--- src/verilog/pfs_pkg.sv ---
package pfs_pkg;
   // clock and time base
   localparam int CLK_HZ          = 100_000_000;
   localparam int TICK_US         = 1;
   localparam int TICK_CYC        = CLK_HZ / 1_000_000 * TICK_US;
   // recovery and delay times in ms
   localparam int HYST_RETRY_MS   = 1000;
   localparam int DLY_0_MS        = 0;
   localparam int DLY_1_MS        = 500;
   localparam int DLY_2_MS        = 1000;
   localparam int DLY_3_MS        = 2000;
   localparam int SS_0_MS         = 10;
   localparam int SS_1_MS         = 20;
   localparam int SS_2_MS         = 40;
   localparam int SS_3_MS         = 80;
   localparam int US_PER_MS       = 1000;
   // flag count and field widths
   localparam int NFLAG           = 8;
   localparam int DB_W            = 8;
   localparam int DUTY_W          = 8;
   localparam int TMR_W           = 32;
   // flag indices with fixed meaning
   localparam int FLAG_ACC_OC     = 0;
   // action codes
   localparam logic [1:0] ACT_IGNORE = 2'h0;
   localparam logic [1:0] ACT_SR_OFF = 2'h1;
   localparam logic [1:0] ACT_OR_OFF = 2'h2;
   localparam logic [1:0] ACT_PSU_OFF = 2'h3;
   // reset values
   localparam logic [DUTY_W-1:0] DUTY_RST = 8'h00;

   typedef enum logic [2:0] {
      PFS_OFF   = 3'h0,
      PFS_DELAY = 3'h1,
      PFS_SOFT  = 3'h2,
      PFS_RUN   = 3'h3,
      PFS_RETRY = 3'h4,
      PFS_LATCH = 3'h5
   } pfs_state_t;
endpackage

--- src/verilog/pfs_debounce.sv ---
`timescale 1ns/10ps
module pfs_debounce #(
   parameter int DB_W = 8                 // debounce count width
) (
   input  wire logic            i_clk,    // system clock
   input  wire logic            i_rst_b,  // async reset, active low
   input  wire logic            i_tick,   // time base enable
   input  wire logic            i_flag,   // synchronised flag
   input  wire logic            i_imm,    // immediate timing selected
   input  wire logic [DB_W-1:0] i_db,     // debounce length in ticks
   output logic                 o_qual    // qualified flag
);
   typedef struct packed {
      logic [DB_W-1:0] cnt;
      logic            qual;
   } pfs_db_t;

   pfs_db_t st_r;
   pfs_db_t st_nxt;

   always_comb begin
      st_nxt = st_r;
      if (!i_flag) begin
         st_nxt.cnt  = '0;
         st_nxt.qual = 1'b0;
      end else if (i_imm) begin
         st_nxt.qual = 1'b1;
      end else if (i_tick && !st_r.qual) begin
         if (st_r.cnt >= i_db) begin
            st_nxt.qual = 1'b1;
         end else begin
            st_nxt.cnt = st_r.cnt + 1'b1;
         end
      end
   end

   always_ff @(posedge i_clk or negedge i_rst_b) begin
      if (!i_rst_b) begin
         st_r <= '0;
      end else begin
         st_r <= st_nxt;
      end
   end

   assign o_qual = st_r.qual;
endmodule

--- src/verilog/pfs_sequencer.sv ---
`timescale 1ns/10ps
// Overview of operation
// - after a flag asserts, wait a programmable debounce time before acting
// - every flag has its own action, timing and recovery setting; the debounce length is shared by all flags
// - action per flag: ignore, rectifiers off, oring switch off, supply off
// - per flag timing: act immediately or after debounce
// - debounced action only if flag stays set the full interval
// - record the first flag of a fault event for readout
// - per flag recovery choice: hysteretic or latching
// - hysteretic restarts after 1 s; latching waits for power-on toggle
// - start from hardware request, software bit or both, after a delay
// - turn-on delay selectable, including 0.5 s and 2 s
// - soft-start ramp on primary and rectifiers, 20 ms or 40 ms among choices
// - blanking option keeps rectifiers off through the whole ramp
// - rectifier soft start raises rectifier duty gradually over the ramp
// - soft-start-always option ramps afresh on every restart after a fault
// - pulse skipping when demanded duty is below modulation low limit
// - selectable modulating edge and modulation sense
// - fixed duty mode replaces regulated duty
// - accurate input overcurrent (flag 0) set to supply off with hysteretic recovery stops PWM, restarts after 1 s
module pfs_sequencer #(
   parameter int NFLAG = pfs_pkg::NFLAG,                  // number of flags
   parameter int DB_W  = pfs_pkg::DB_W,                   // debounce width
   parameter int DW    = pfs_pkg::DUTY_W,                 // duty width
   parameter int TICK_CYC = pfs_pkg::TICK_CYC,            // cycles per microsecond
   parameter int US_PER_MS = pfs_pkg::US_PER_MS           // ticks per ms
) (
   input  wire logic                 i_clk,               // 100 MHz clock
   input  wire logic                 i_rst_b,             // async reset, active low
   input  wire logic [NFLAG-1:0]     i_flag,              // raw protection flags
   input  wire logic [2*NFLAG-1:0]   i_action,            // 2-bit action per flag
   input  wire logic [NFLAG-1:0]     i_timing_imm,        // 1 = immediate action
   input  wire logic [NFLAG-1:0]     i_recovery_latch,    // 1 = latching recovery
   input  wire logic [DB_W-1:0]      i_debounce,          // debounce in ms
   input  wire logic                 i_power_on_request,  // hardware request pin
   input  wire logic                 i_software_power_on_bit, // software request
   input  wire logic [1:0]           i_pon_src,           // 1 hw, 2 sw, 3 both
   input  wire logic [1:0]           i_pon_delay_sel,     // turn-on delay select
   input  wire logic [1:0]           i_ss_sel,            // soft-start length select
   input  wire logic                 i_sr_blank,          // blank rectifiers in ramp
   input  wire logic                 i_sr_soft,           // rectifier fade-in
   input  wire logic                 i_ss_always,         // ramp on every restart
   input  wire logic [DW-1:0]        i_duty_demand,       // regulated duty
   input  wire logic [DW-1:0]        i_mod_low,           // modulation low limit
   input  wire logic                 i_skip_en,           // pulse skipping enable
   input  wire logic                 i_fixed_en,          // fixed duty mode
   input  wire logic [DW-1:0]        i_fixed_duty,        // fixed duty value
   input  wire logic                 i_edge_fall,         // 1 = falling edge modulates
   input  wire logic                 i_sense_neg,         // 1 = negative modulation
   input  wire logic                 i_first_clr,         // clear first-flag record
   output logic                      o_pwm_en,            // primary switching enabled
   output logic [DW-1:0]             o_pwm_duty,          // duty to pwm stage
   output logic                      o_pwm_edge_fall,     // modulating edge
   output logic                      o_pwm_sense_neg,     // modulation sense
   output logic                      o_pulse_skip,        // pulse skipping active
   output logic                      o_sync_rectifier_drive, // rectifiers enabled
   output logic [DW-1:0]             o_sr_duty,           // rectifier duty
   output logic                      o_oring_switch,      // oring switch on
   output logic [NFLAG-1:0]          o_first_flag,        // first flag one-hot
   output logic                      o_first_valid,       // record holds a flag
   output logic [2:0]                o_state              // sequencer state
);
   localparam int MS_W = 12;

   typedef struct packed {
      logic [NFLAG-1:0]      f_s1;
      logic [NFLAG-1:0]      f_s2;
      logic                  hw_s1;
      logic                  hw_s2;
      logic [7:0]            pre;
      logic [9:0]            us;
      logic                  ms_tick;
      logic [MS_W-1:0]       tmr;
      logic                  req_d;
      logic                  started;
      pfs_pkg::pfs_state_t   state;
      logic [NFLAG-1:0]      first;
      logic                  first_v;
      logic                  sr_off;
      logic                  or_off;
      logic                  pwm_en;
      logic [DW-1:0]         duty;
      logic                  skip;
      logic                  sr_on;
      logic [DW-1:0]         sr_duty;
      logic                  edge_fall;
      logic                  sense_neg;
      logic                  oring;
   } pfs_st_t;

   pfs_st_t          st_r;
   pfs_st_t          st_nxt;
   logic [NFLAG-1:0] qual;
   logic             us_tick;

   assign us_tick = (st_r.pre == 8'(TICK_CYC - 1));

   genvar g;
   generate
      for (g = 0; g < NFLAG; g++) begin : g_db
         pfs_debounce #(.DB_W(DB_W)) u_db (
            .i_clk   (i_clk),
            .i_rst_b (i_rst_b),
            .i_tick  (st_r.ms_tick),
            .i_flag  (st_r.f_s2[g]),
            .i_imm   (i_timing_imm[g]),
            .i_db    (i_debounce),
            .o_qual  (qual[g])
         );
      end
   endgenerate

   function automatic logic [MS_W-1:0] dly_ms(input logic [1:0] sel);
      case (sel)
         2'h0:    dly_ms = MS_W'(pfs_pkg::DLY_0_MS);
         2'h1:    dly_ms = MS_W'(pfs_pkg::DLY_1_MS);
         2'h2:    dly_ms = MS_W'(pfs_pkg::DLY_2_MS);
         default: dly_ms = MS_W'(pfs_pkg::DLY_3_MS);
      endcase
   endfunction

   function automatic logic [MS_W-1:0] ss_ms(input logic [1:0] sel);
      case (sel)
         2'h0:    ss_ms = MS_W'(pfs_pkg::SS_0_MS);
         2'h1:    ss_ms = MS_W'(pfs_pkg::SS_1_MS);
         2'h2:    ss_ms = MS_W'(pfs_pkg::SS_2_MS);
         default: ss_ms = MS_W'(pfs_pkg::SS_3_MS);
      endcase
   endfunction

   // fraction of full duty by ramp progress
   function automatic logic [DW-1:0] ramp(input logic [DW-1:0] full, input logic [MS_W-1:0] done,
                                          input logic [MS_W-1:0] len);
      logic [DW+MS_W-1:0] p;
      p = (DW+MS_W)'(full) * (DW+MS_W)'(done);
      if (len == '0) begin
         ramp = full;
      end else begin
         ramp = DW'(p / (DW+MS_W)'(len));
      end
   endfunction

   logic             req;
   logic             any_off;
   logic             any_latch;
   logic             any_sr;
   logic             any_or;
   logic [DW-1:0]    base;
   logic [DW-1:0]    dreg;

   always_comb begin
      req       = ((i_pon_src[0] | ~i_pon_src[1]) ? st_r.hw_s2 : 1'b1) &
                  (i_pon_src[1] ? i_software_power_on_bit : 1'b1);
      any_off   = 1'b0;
      any_latch = 1'b0;
      any_sr    = 1'b0;
      any_or    = 1'b0;
      for (int i = 0; i < NFLAG; i++) begin
         if (qual[i]) begin
            case (i_action[2*i +: 2])
               pfs_pkg::ACT_SR_OFF:  any_sr = 1'b1;
               pfs_pkg::ACT_OR_OFF:  any_or = 1'b1;
               pfs_pkg::ACT_PSU_OFF: begin
                  any_off   = 1'b1;
                  any_latch = any_latch | i_recovery_latch[i];
               end
               default:              ;
            endcase
         end
      end
      base = i_fixed_en ? i_fixed_duty : i_duty_demand;
      dreg = (i_skip_en && !i_fixed_en && (i_duty_demand < i_mod_low)) ? '0 : base;

      st_nxt           = st_r;
      st_nxt.f_s1      = i_flag;
      st_nxt.f_s2      = st_r.f_s1;
      st_nxt.hw_s1     = i_power_on_request;
      st_nxt.hw_s2     = st_r.hw_s1;
      st_nxt.pre       = us_tick ? '0 : st_r.pre + 8'h01;
      st_nxt.ms_tick   = 1'b0;
      if (us_tick) begin
         if (st_r.us == 10'(US_PER_MS - 1)) begin
            st_nxt.us      = '0;
            st_nxt.ms_tick = 1'b1;
         end else begin
            st_nxt.us = st_r.us + 10'h001;
         end
      end
      st_nxt.req_d     = req;
      st_nxt.sr_off    = any_sr;
      st_nxt.or_off    = any_or;
      st_nxt.edge_fall = i_edge_fall;
      st_nxt.sense_neg = i_sense_neg;

      // first-flag capture; a new flag wins over a clear in the same cycle if the record is empty, else it is captured a cycle later
      if (i_first_clr) begin
         st_nxt.first   = '0;
         st_nxt.first_v = 1'b0;
      end
      if (!st_r.first_v && (qual != '0)) begin
         st_nxt.first   = qual & (~qual + 1'b1);
         st_nxt.first_v = 1'b1;
      end

      case (st_r.state)
         pfs_pkg::PFS_OFF: begin
            st_nxt.tmr = '0;
            if (req && !st_r.req_d) begin
               st_nxt.state = pfs_pkg::PFS_DELAY;
            end
         end
         pfs_pkg::PFS_DELAY: begin
            if (!req) begin
               st_nxt.state = pfs_pkg::PFS_OFF;
            end else if (st_r.tmr >= dly_ms(i_pon_delay_sel)) begin
               st_nxt.tmr   = '0;
               st_nxt.state = pfs_pkg::PFS_SOFT;
            end else if (st_r.ms_tick) begin
               st_nxt.tmr = st_r.tmr + 1'b1;
            end
         end
         pfs_pkg::PFS_SOFT: begin
            if (st_r.tmr >= ss_ms(i_ss_sel)) begin
               st_nxt.state   = pfs_pkg::PFS_RUN;
               st_nxt.started = 1'b1;
            end else if (st_r.ms_tick) begin
               st_nxt.tmr = st_r.tmr + 1'b1;
            end
         end
         pfs_pkg::PFS_RUN: begin
            st_nxt.tmr = '0;
         end
         pfs_pkg::PFS_RETRY: begin
            if (st_r.tmr >= MS_W'(pfs_pkg::HYST_RETRY_MS) && !any_off) begin
               st_nxt.tmr   = '0;
               st_nxt.state = (i_ss_always || !st_r.started) ? pfs_pkg::PFS_SOFT
                                                             : pfs_pkg::PFS_RUN;
            end else if (st_r.ms_tick && st_r.tmr < MS_W'(pfs_pkg::HYST_RETRY_MS)) begin
               st_nxt.tmr = st_r.tmr + 1'b1;
            end
         end
         pfs_pkg::PFS_LATCH: begin
            if (!req) begin
               st_nxt.state = pfs_pkg::PFS_OFF;
            end
         end
         default: st_nxt.state = pfs_pkg::PFS_OFF;
      endcase

      // fault and request loss override the sequence
      if (st_r.state != pfs_pkg::PFS_OFF && st_r.state != pfs_pkg::PFS_LATCH && !req) begin
         st_nxt.state   = pfs_pkg::PFS_OFF;
         st_nxt.started = 1'b0;
      end else if (any_off && (st_r.state == pfs_pkg::PFS_SOFT || st_r.state == pfs_pkg::PFS_RUN)) begin
         st_nxt.tmr   = '0;
         st_nxt.state = any_latch ? pfs_pkg::PFS_LATCH : pfs_pkg::PFS_RETRY;
      end

      // outputs
      st_nxt.pwm_en  = 1'b0;
      st_nxt.duty    = '0;
      st_nxt.skip    = 1'b0;
      st_nxt.sr_on   = 1'b0;
      st_nxt.sr_duty = '0;
      st_nxt.oring   = 1'b0;
      if (st_r.state == pfs_pkg::PFS_SOFT) begin
         st_nxt.pwm_en  = 1'b1;
         st_nxt.duty    = ramp(base, st_r.tmr, ss_ms(i_ss_sel));
         st_nxt.sr_on   = !i_sr_blank && !any_sr;
         st_nxt.sr_duty = i_sr_soft ? ramp(base, st_r.tmr, ss_ms(i_ss_sel))
                                    : base;
         st_nxt.oring   = !any_or;
      end else if (st_r.state == pfs_pkg::PFS_RUN) begin
         st_nxt.pwm_en  = 1'b1;
         st_nxt.skip    = i_skip_en && !i_fixed_en && (i_duty_demand < i_mod_low);
         st_nxt.duty    = dreg;
         st_nxt.sr_on   = !any_sr;
         st_nxt.sr_duty = dreg;
         st_nxt.oring   = !any_or;
      end
   end

   always_ff @(posedge i_clk or negedge i_rst_b) begin
      if (!i_rst_b) begin
         st_r       <= '0;
         st_r.state <= pfs_pkg::PFS_OFF;
         st_r.duty  <= pfs_pkg::DUTY_RST;
      end else begin
         st_r <= st_nxt;
      end
   end

   assign o_pwm_en               = st_r.pwm_en;
   assign o_pwm_duty             = st_r.duty;
   assign o_pwm_edge_fall        = st_r.edge_fall;
   assign o_pwm_sense_neg        = st_r.sense_neg;
   assign o_pulse_skip           = st_r.skip;
   assign o_sync_rectifier_drive = st_r.sr_on;
   assign o_sr_duty              = st_r.sr_duty;
   assign o_oring_switch         = st_r.oring;
   assign o_first_flag           = st_r.first;
   assign o_first_valid          = st_r.first_v;
   assign o_state                = st_r.state;
endmodule

--- config.mk ---
export PLATFORM = sky130hd
export DESIGN_NAME = pfs_sequencer
export DESIGN_NICKNAME = d
export VERILOG_FILES = /design/src/verilog/pfs_pkg.sv /design/src/verilog/pfs_debounce.sv /design/src/verilog/pfs_sequencer.sv
export SDC_FILE = /design/constraint.sdc
export NUM_CORES = 1
export LEC_CHECK = 0
export BUFFER_PORTS_ARGS = -buffer_cell sky130_fd_sc_hd__buf_4
export CORE_MARGIN = 2
export CORE_UTILIZATION = 50
export CTS_CLUSTER_SIZE = 24
export DETAILED_ROUTE_END_ITERATION = 16
export PLACE_DENSITY = 0.68
export RECOVER_POWER = 50
export SYNTH_ARGS = -nofsm -noshare
export SYNTH_HDL_FRONTEND = slang
export SYNTH_SLANG_ARGS = --single-unit
--- constraint.sdc ---
create_clock -name i_clk -period 48.5 [get_ports i_clk]
set_clock_uncertainty 0.1 [all_clocks]
set_input_delay 9.7 -clock i_clk [delete_from_list [all_inputs] [get_ports i_clk]]
set_output_delay 9.7 -clock i_clk [all_outputs]
set_load 0.02 [all_outputs]
After elaboration in Yosys (flattened, before gate mapping)

Cells that the tools add are included.

Register bits after elaboration: 157
Output and inout port bits: 34

Muxes and demuxes: 157
Equality and inequality tests: 82
Bitwise operators: 12
Divide/modulo/power cells: 1
$mul: 1
Reductions and logical operators: 65
$add $sub $neg: 12
Magnitude comparators: 13

Operators by type and width:

| kind                  | count |
|---|---|
| $mux W9               | 20 |
| $mux W8               | 21 |
| $mux W12              | 11 |
| $mux W1               | 91 |
| $add A8 B1 Y8 const B | 10 |
| $ge A8 B8 Y1          | 8 |
| $ne A3 B2 Y1 const B  | 17 |
| $pmux W12 S4          | 1 |
| $eq A2 B2 Y1 const B  | 18 |
| $pmux W11 S3          | 1 |
| $ne A2 B2 Y1 const B  | 16 |
| $ge A12 B12 Y1        | 2 |
| $reduce_and A3 Y1     | 8 |
| $mux W3               | 7 |
| $pmux W7 S3           | 1 |
| $div A20 B12 Y20      | 1 |
| $eq A2 B1 Y1 const B  | 10 |
| $mul A8 B12 Y20       | 1 |
| $mux W19              | 1 |
| $logic_and A1 B1 Y1   | 18 |
| $pmux W3 S6           | 1 |
| $reduce_and A2 Y1     | 9 |
| $logic_not A1 Y1      | 17 |
| $ne A2 B1 Y1 const B  | 8 |
| 30 further kinds      | 45 |

Depth between registers and ports, before layout

Depth after elaboration: 27
Gate-level depth with buffers: 217
Depth with buffers taken out: 204

Cells and area by module

Synthesis repeated with hierarchy kept, for this count alone.

Cell total of the unflattened synthesis: 2534
Area, all modules: 20806.2 um^2

Modules (own cells, without submodules):

| module        | seq. area each (um^2) | times used | area each (um^2) | cells an instance |
|---|---|---|---|---|
| pfs_sequencer | 2127.0                | 1          | 15310.9          | 1958 |
| pfs_debounce  | 225.2                 | 8          | 686.9            | 72 |

Worst setup path after synthesis

OpenSTA, ideal clock, no wires.

Kind: input port to flip-flop
Start: input i_fixed_en
End: register st_r (netlist bit o_pwm_duty[0])
Path buffers: 14
Path slack: -3327 ps
Data arrival time: 51586 ps
Stages: 205
Library setup time: 141 ps
Cell sequence: buf_1 mux2_2 clkbuf_1 and2_1 fa_1 inv_1 fa_1 inv_1 fa_1 inv_1 fa_1 inv_1 ha_1 clkbuf_1 a21oi_1 o211ai_1 and3_1 or3_1 [169 not listed] o21a_1 o21a_1 o21a_1 o21a_1 o21ai_0 nand4_1 nor3b_4 mux2i_1 ha_1 a21boi_0 o21ai_0 nand2b_1 a21oi_1 nor2b_1 o21ai_0 o211ai_1 nor4_1 o22ai_1

RTL lines:

| element              | RTL line             | text |
|---|---|---|
| from (decl)          | pfs_sequencer.sv:46  | `input wire logic i_fixed_en,` |
| to (signal assigned) | pfs_sequencer.sv:289 | `st_r <= st_nxt;` |
| to (decl)            | pfs_sequencer.sv:91  | `pfs_st_t st_r;` |

==> results.md <==
- The worst pin sits at a relative slew slack of -2.14.
- The post-synthesis net count is 2,698.
- The setup TNS after final layout is 0 ns.
- The routed via count is 18.2k.
- The total global routing track utilization is 0.259.
- The final reports fail on max-capacitance violations, max-slew violations.
- The clock reaches the later pin of the worst-skew pair after 0.44 ns.
- The count of buffer and inverter cells on the critical path is 13.
- On the final layout, the worst hold slack is 0.250 ns.
- Setup repair after global routing could not meet its margin everywhere.
- The final number of max-transition violations is 160.
- The worst hold path was traced through 0 stages.
- The remaining design rule violation count is 0.
- The worst register-to-register path has a depth of 194.
- The startpoint identified for the worst hold timing path is st_nxt[75]$_DFF_PN0_.
- STA classifies the critical path endpoint as a flip-flop.
- The core region is 37,800 µm².
- At the end of routability-driven placement, the weighted congestion stood at 0.930.
- The number of antenna violations at the first check in global routing is 0.
- Counting flops with a built-in enable in the synthesized netlist gives 0.
- The first-pass GRT wire length is 87,300 µm.
- At the worst endpoint, the required time is 48.70 ns.
- The die area is 40,100 µm².
- The maximum single-stage delay on the critical path is 0.60 ns.
- The cell class contributing the biggest share of worst-path delay is compound AO/OA/AOI/OAI gates.
- The most frequent cell after synthesis is sky130_fd_sc_hd__ha_1.
- After technology mapping, the gate count stands at 2,310.
- The max-capacitance violation count is 2.
- For the pin with the worst max-slew slack, the measured transition is 4.72 ns.
- The filler cells instantiated in the layout total 3,197.
- The post-route minimum period is 47.82 ns.
- The final hold violation count is 0.
- Summing all placed instances gives a cell area of 21,300 µm².
- The starting density of the core is 0.510.
- The Yosys step of the flow raised 0 warnings.
- Counting instances in the post-synthesis netlist gives the leading cell types as sky130_fd_sc_hd__ha_1 (238), sky130_fd_sc_hd__nand2_1 (174), sky130_fd_sc_hd__nor2_1 (169), sky130_fd_sc_hd__dfrtp_1 (157), sky130_fd_sc_hd__inv_1 (134).
- The tightest min-delay check is of the flip-flop to flip-flop type.
- In this run the critical register-to-register path is captured at o_sr_duty[0]$_DFF_PN0_.
- The total overflow left after global routing is 0.
- The cell area after layout is 23,600 µm².
- In this run the number of H-tree levels came out at 4.
- The number of synthesized register bits is 157.
- The share of the cycle needed by the critical path after routing is 0.986.
- The largest area contributor in the synthesized netlist is sky130_fd_sc_hd__dfrtp_1.
- The number of port buffers is 123.
- TritonCTS built the clock tree.
- From bottom edge to top edge, the die measures 200 µm.
- In this run the clock root is driven by a sky130_fd_sc_hd__clkbuf_16.
- The mapped netlist covers 19,200 µm².
- The most used cell along the critical path is sky130_fd_sc_hd__o21a_1.
- Counting every sink on the clock net gives 157.
- Setup violations remaining at the end of the flow were counted as 0.
- The number of distinct standard cells referenced by the synthesized netlist is 103.
- In this run the deepest clock path goes through 2 buffers.
- For this design the top-level I/O count stands at 124.
- The clock-pin slew on the worst setup and hold paths is 0.07 ns.
- By startpoint and endpoint, the worst setup path is classified as input port to flip-flop.
- The via count of the first global-routing pass was 17.6k.
- The portion of synthesized cell area occupied by the leading cell type is 0.204.
- In this run the core area contains 71 standard-cell rows.
- The flow ran to the end, but the final reports show violations.
- The slowest stage of the critical path is the sky130_fd_sc_hd__fa_1 cell.
- For this block, the routed nets add up to 54,200 µm of wire.
- The final net count is 2,961.
- After synthesis, the share of flip-flops with an asynchronous set or reset is 1.00.
- The type of element launching the critical path is an input port.
- The count of nets left with antenna violations after detail routing is 0.
- The signal arrival time at the worst endpoint is 48.02 ns.
- Timing would allow up to 20.9 MHz.
- The die span in x is 200 µm.
- The wire length per cell after detailed routing is 17.5 µm.
- For hold timing, the worst endpoint is st_r[75]$_DFF_PN0_.
- The total clock buffers created by CTS is 17.
- Ranked by total cell area, the synthesized netlist is headed by sky130_fd_sc_hd__dfrtp_1 (20%), sky130_fd_sc_hd__ha_1 (15%), sky130_fd_sc_hd__fa_1 (6.2%).
- The detailed placement HPWL is 39,300 µm.
- The commonest register cell after synthesis is sky130_fd_sc_hd__dfrtp_1.
- The number of search-and-repair iterations in the first detailed-routing pass is 8.
- The maximum number of pins on one net before global-route repair is 90.
- The top fanout value on the critical path is 6.
- The number of diodes is 0.
- The first routing iteration left 1,128 violations.
- For this run, the share of the core covered by cells in the final layout is 0.625.
- Of the cells placed in the final design, the portion with a size suffix greater than 1 is 0.225.
- The launch point of the worst reg-to-reg path is st_r[40]$_DFF_PN0_.
- The mean instance size in the synthesized netlist is 8.33 µm².
- In the routed layout, each cell is associated on average with a via count of 5.88.
- The reg2reg setup slack is 9.55 ns.
- The growth of design area from synthesis to finish is 22.7%.
- The sequential area share after synthesis is 0.204.
-- registers in the layout, summed over array words and instances (netlist names), 3 cells and up --
name	flops
o_pwm_duty	8
o_sr_duty	8
g_db.u_db.o_qual	8
st_nxt	9
o_first_flag	8
g_db.u_db.st_r	64
st_r	42
o_state	3
-- metal layers --
layer  global-route usage  share of wire  vias up
met2                0.438           0.48      559
met3               0.0327          0.054      130
met1                0.352           0.45     8710
met5                    0              0        -
met4               0.0594          0.022        0
li1                     -              -     8813
-- cells by family (layout without fill, tap and decap cells) --
logic type               count (synthesis)  count (layout)  share of synthesized area
AO/OA/AOI/OAI                          524             524                      0.184
multiplexers                            71              71                     0.0400
flip-flops                             157             157                      0.204
AND/OR/NAND/NOR                        921             921                      0.255
adder cells (fa/ha/maj)                298             298                      0.217
buffers and inverters                  234             510                     0.0520
XOR/XNOR                               105             105                     0.0482
-- worst reg2reg max path, delay by kind of cell, from the launching register on --
kind / cells / cell delay (ns)
AOI/OAI and AO/OA: 92 / 15.84
and+or+nand+nor: 58 / 11.61
adders and majority gates: 22 / 6.85
muxes: 9 / 2.21
buffers and inverters: 12 / 1.61
DFF: 1 / 0.49
xor gates and xnor gates: 1 / 0.08
-- layout make-up --
cell class / instances / area, µm² / share of cell area
Clock buffer: 17 / 425 / 0.0180
Inverter: 137 / 514 / 0.0218
Sequential cell: 157 / 3930 / 0.166
Tap cell: 511 / 639 / 0.0271
Clock inverter: 15 / 163 / 0.00689
Multi-Input combinational cell: 1919 / 15400 / 0.652
Timing Repair Buffer: 341 / 2550 / 0.108
-- repair_timing --
action                                  4_1_cts  5_1_grt
buffers inserted                              7      122
resized for setup                             8      174
endpoints found under the setup margin        2        4
cloned                                        0        5
pin swaps                                     4      153
hold buffers                                  0        0
-- worst max-delay path by stage --
stage	startpoint	endpoint	depth (start not counted)
after floorplan	i_fixed_en	o_pwm_duty[0]$_DFF_PN0_	213
after CTS	i_fixed_en	o_pwm_duty[0]$_DFF_PN0_	203
after global routing	i_fixed_en	o_pwm_duty[0]$_DFF_PN0_	199
after detailed placement	i_fixed_en	o_pwm_duty[0]$_DFF_PN0_	202
final	i_fixed_en	o_sr_duty[0]$_DFF_PN0_	196
after global placement	i_fixed_en	o_pwm_duty[0]$_DFF_PN0_	195
-- placed cells by master, fill, tap and decap left out, drive strengths merged, types with 8 or more instances in the layout --
master,Yosys,routed
or3,19,19
nand3b,11,11
or4,12,12
nor2,169,169
nand4,36,36
o31a,8,8
nor3,89,89
clkbuf,60,68
buf,37,290
o211ai,19,19
nand2,174,174
nor4,15,15
nor2b,77,77
a21o,26,26
nand3,68,68
a211oi,9,9
xor2,29,29
o221ai,8,8
mux2i,39,39
o31ai,33,33
nor3b,10,10
fa,60,60
and2,93,93
and4,9,9
nand2b,59,59
o22ai,26,26
o21ai,112,112
and3,41,41
inv,136,146
ha,238,238
a31oi,21,21
xnor2,76,76
dfrtp,157,157
mux2,32,32
o32ai,8,8
o21a,60,60
a21oi,109,109
or2,23,23
-- stage by stage --
stage | worst slack, ns | cells
4_1_cts | 0.00222 | 2970
6_report | 0.684 | 3097
3_5_place_dp | -1.08 | 2931
3_3_place_gp | 0.307 | 2931
5_1_grt | -0.996 | 3097
2_1_floorplan | 0.0107 | 2310
Power is not shown: default switching activity piles up to over one toggle a cycle in this logic, so the estimate is an artifact.
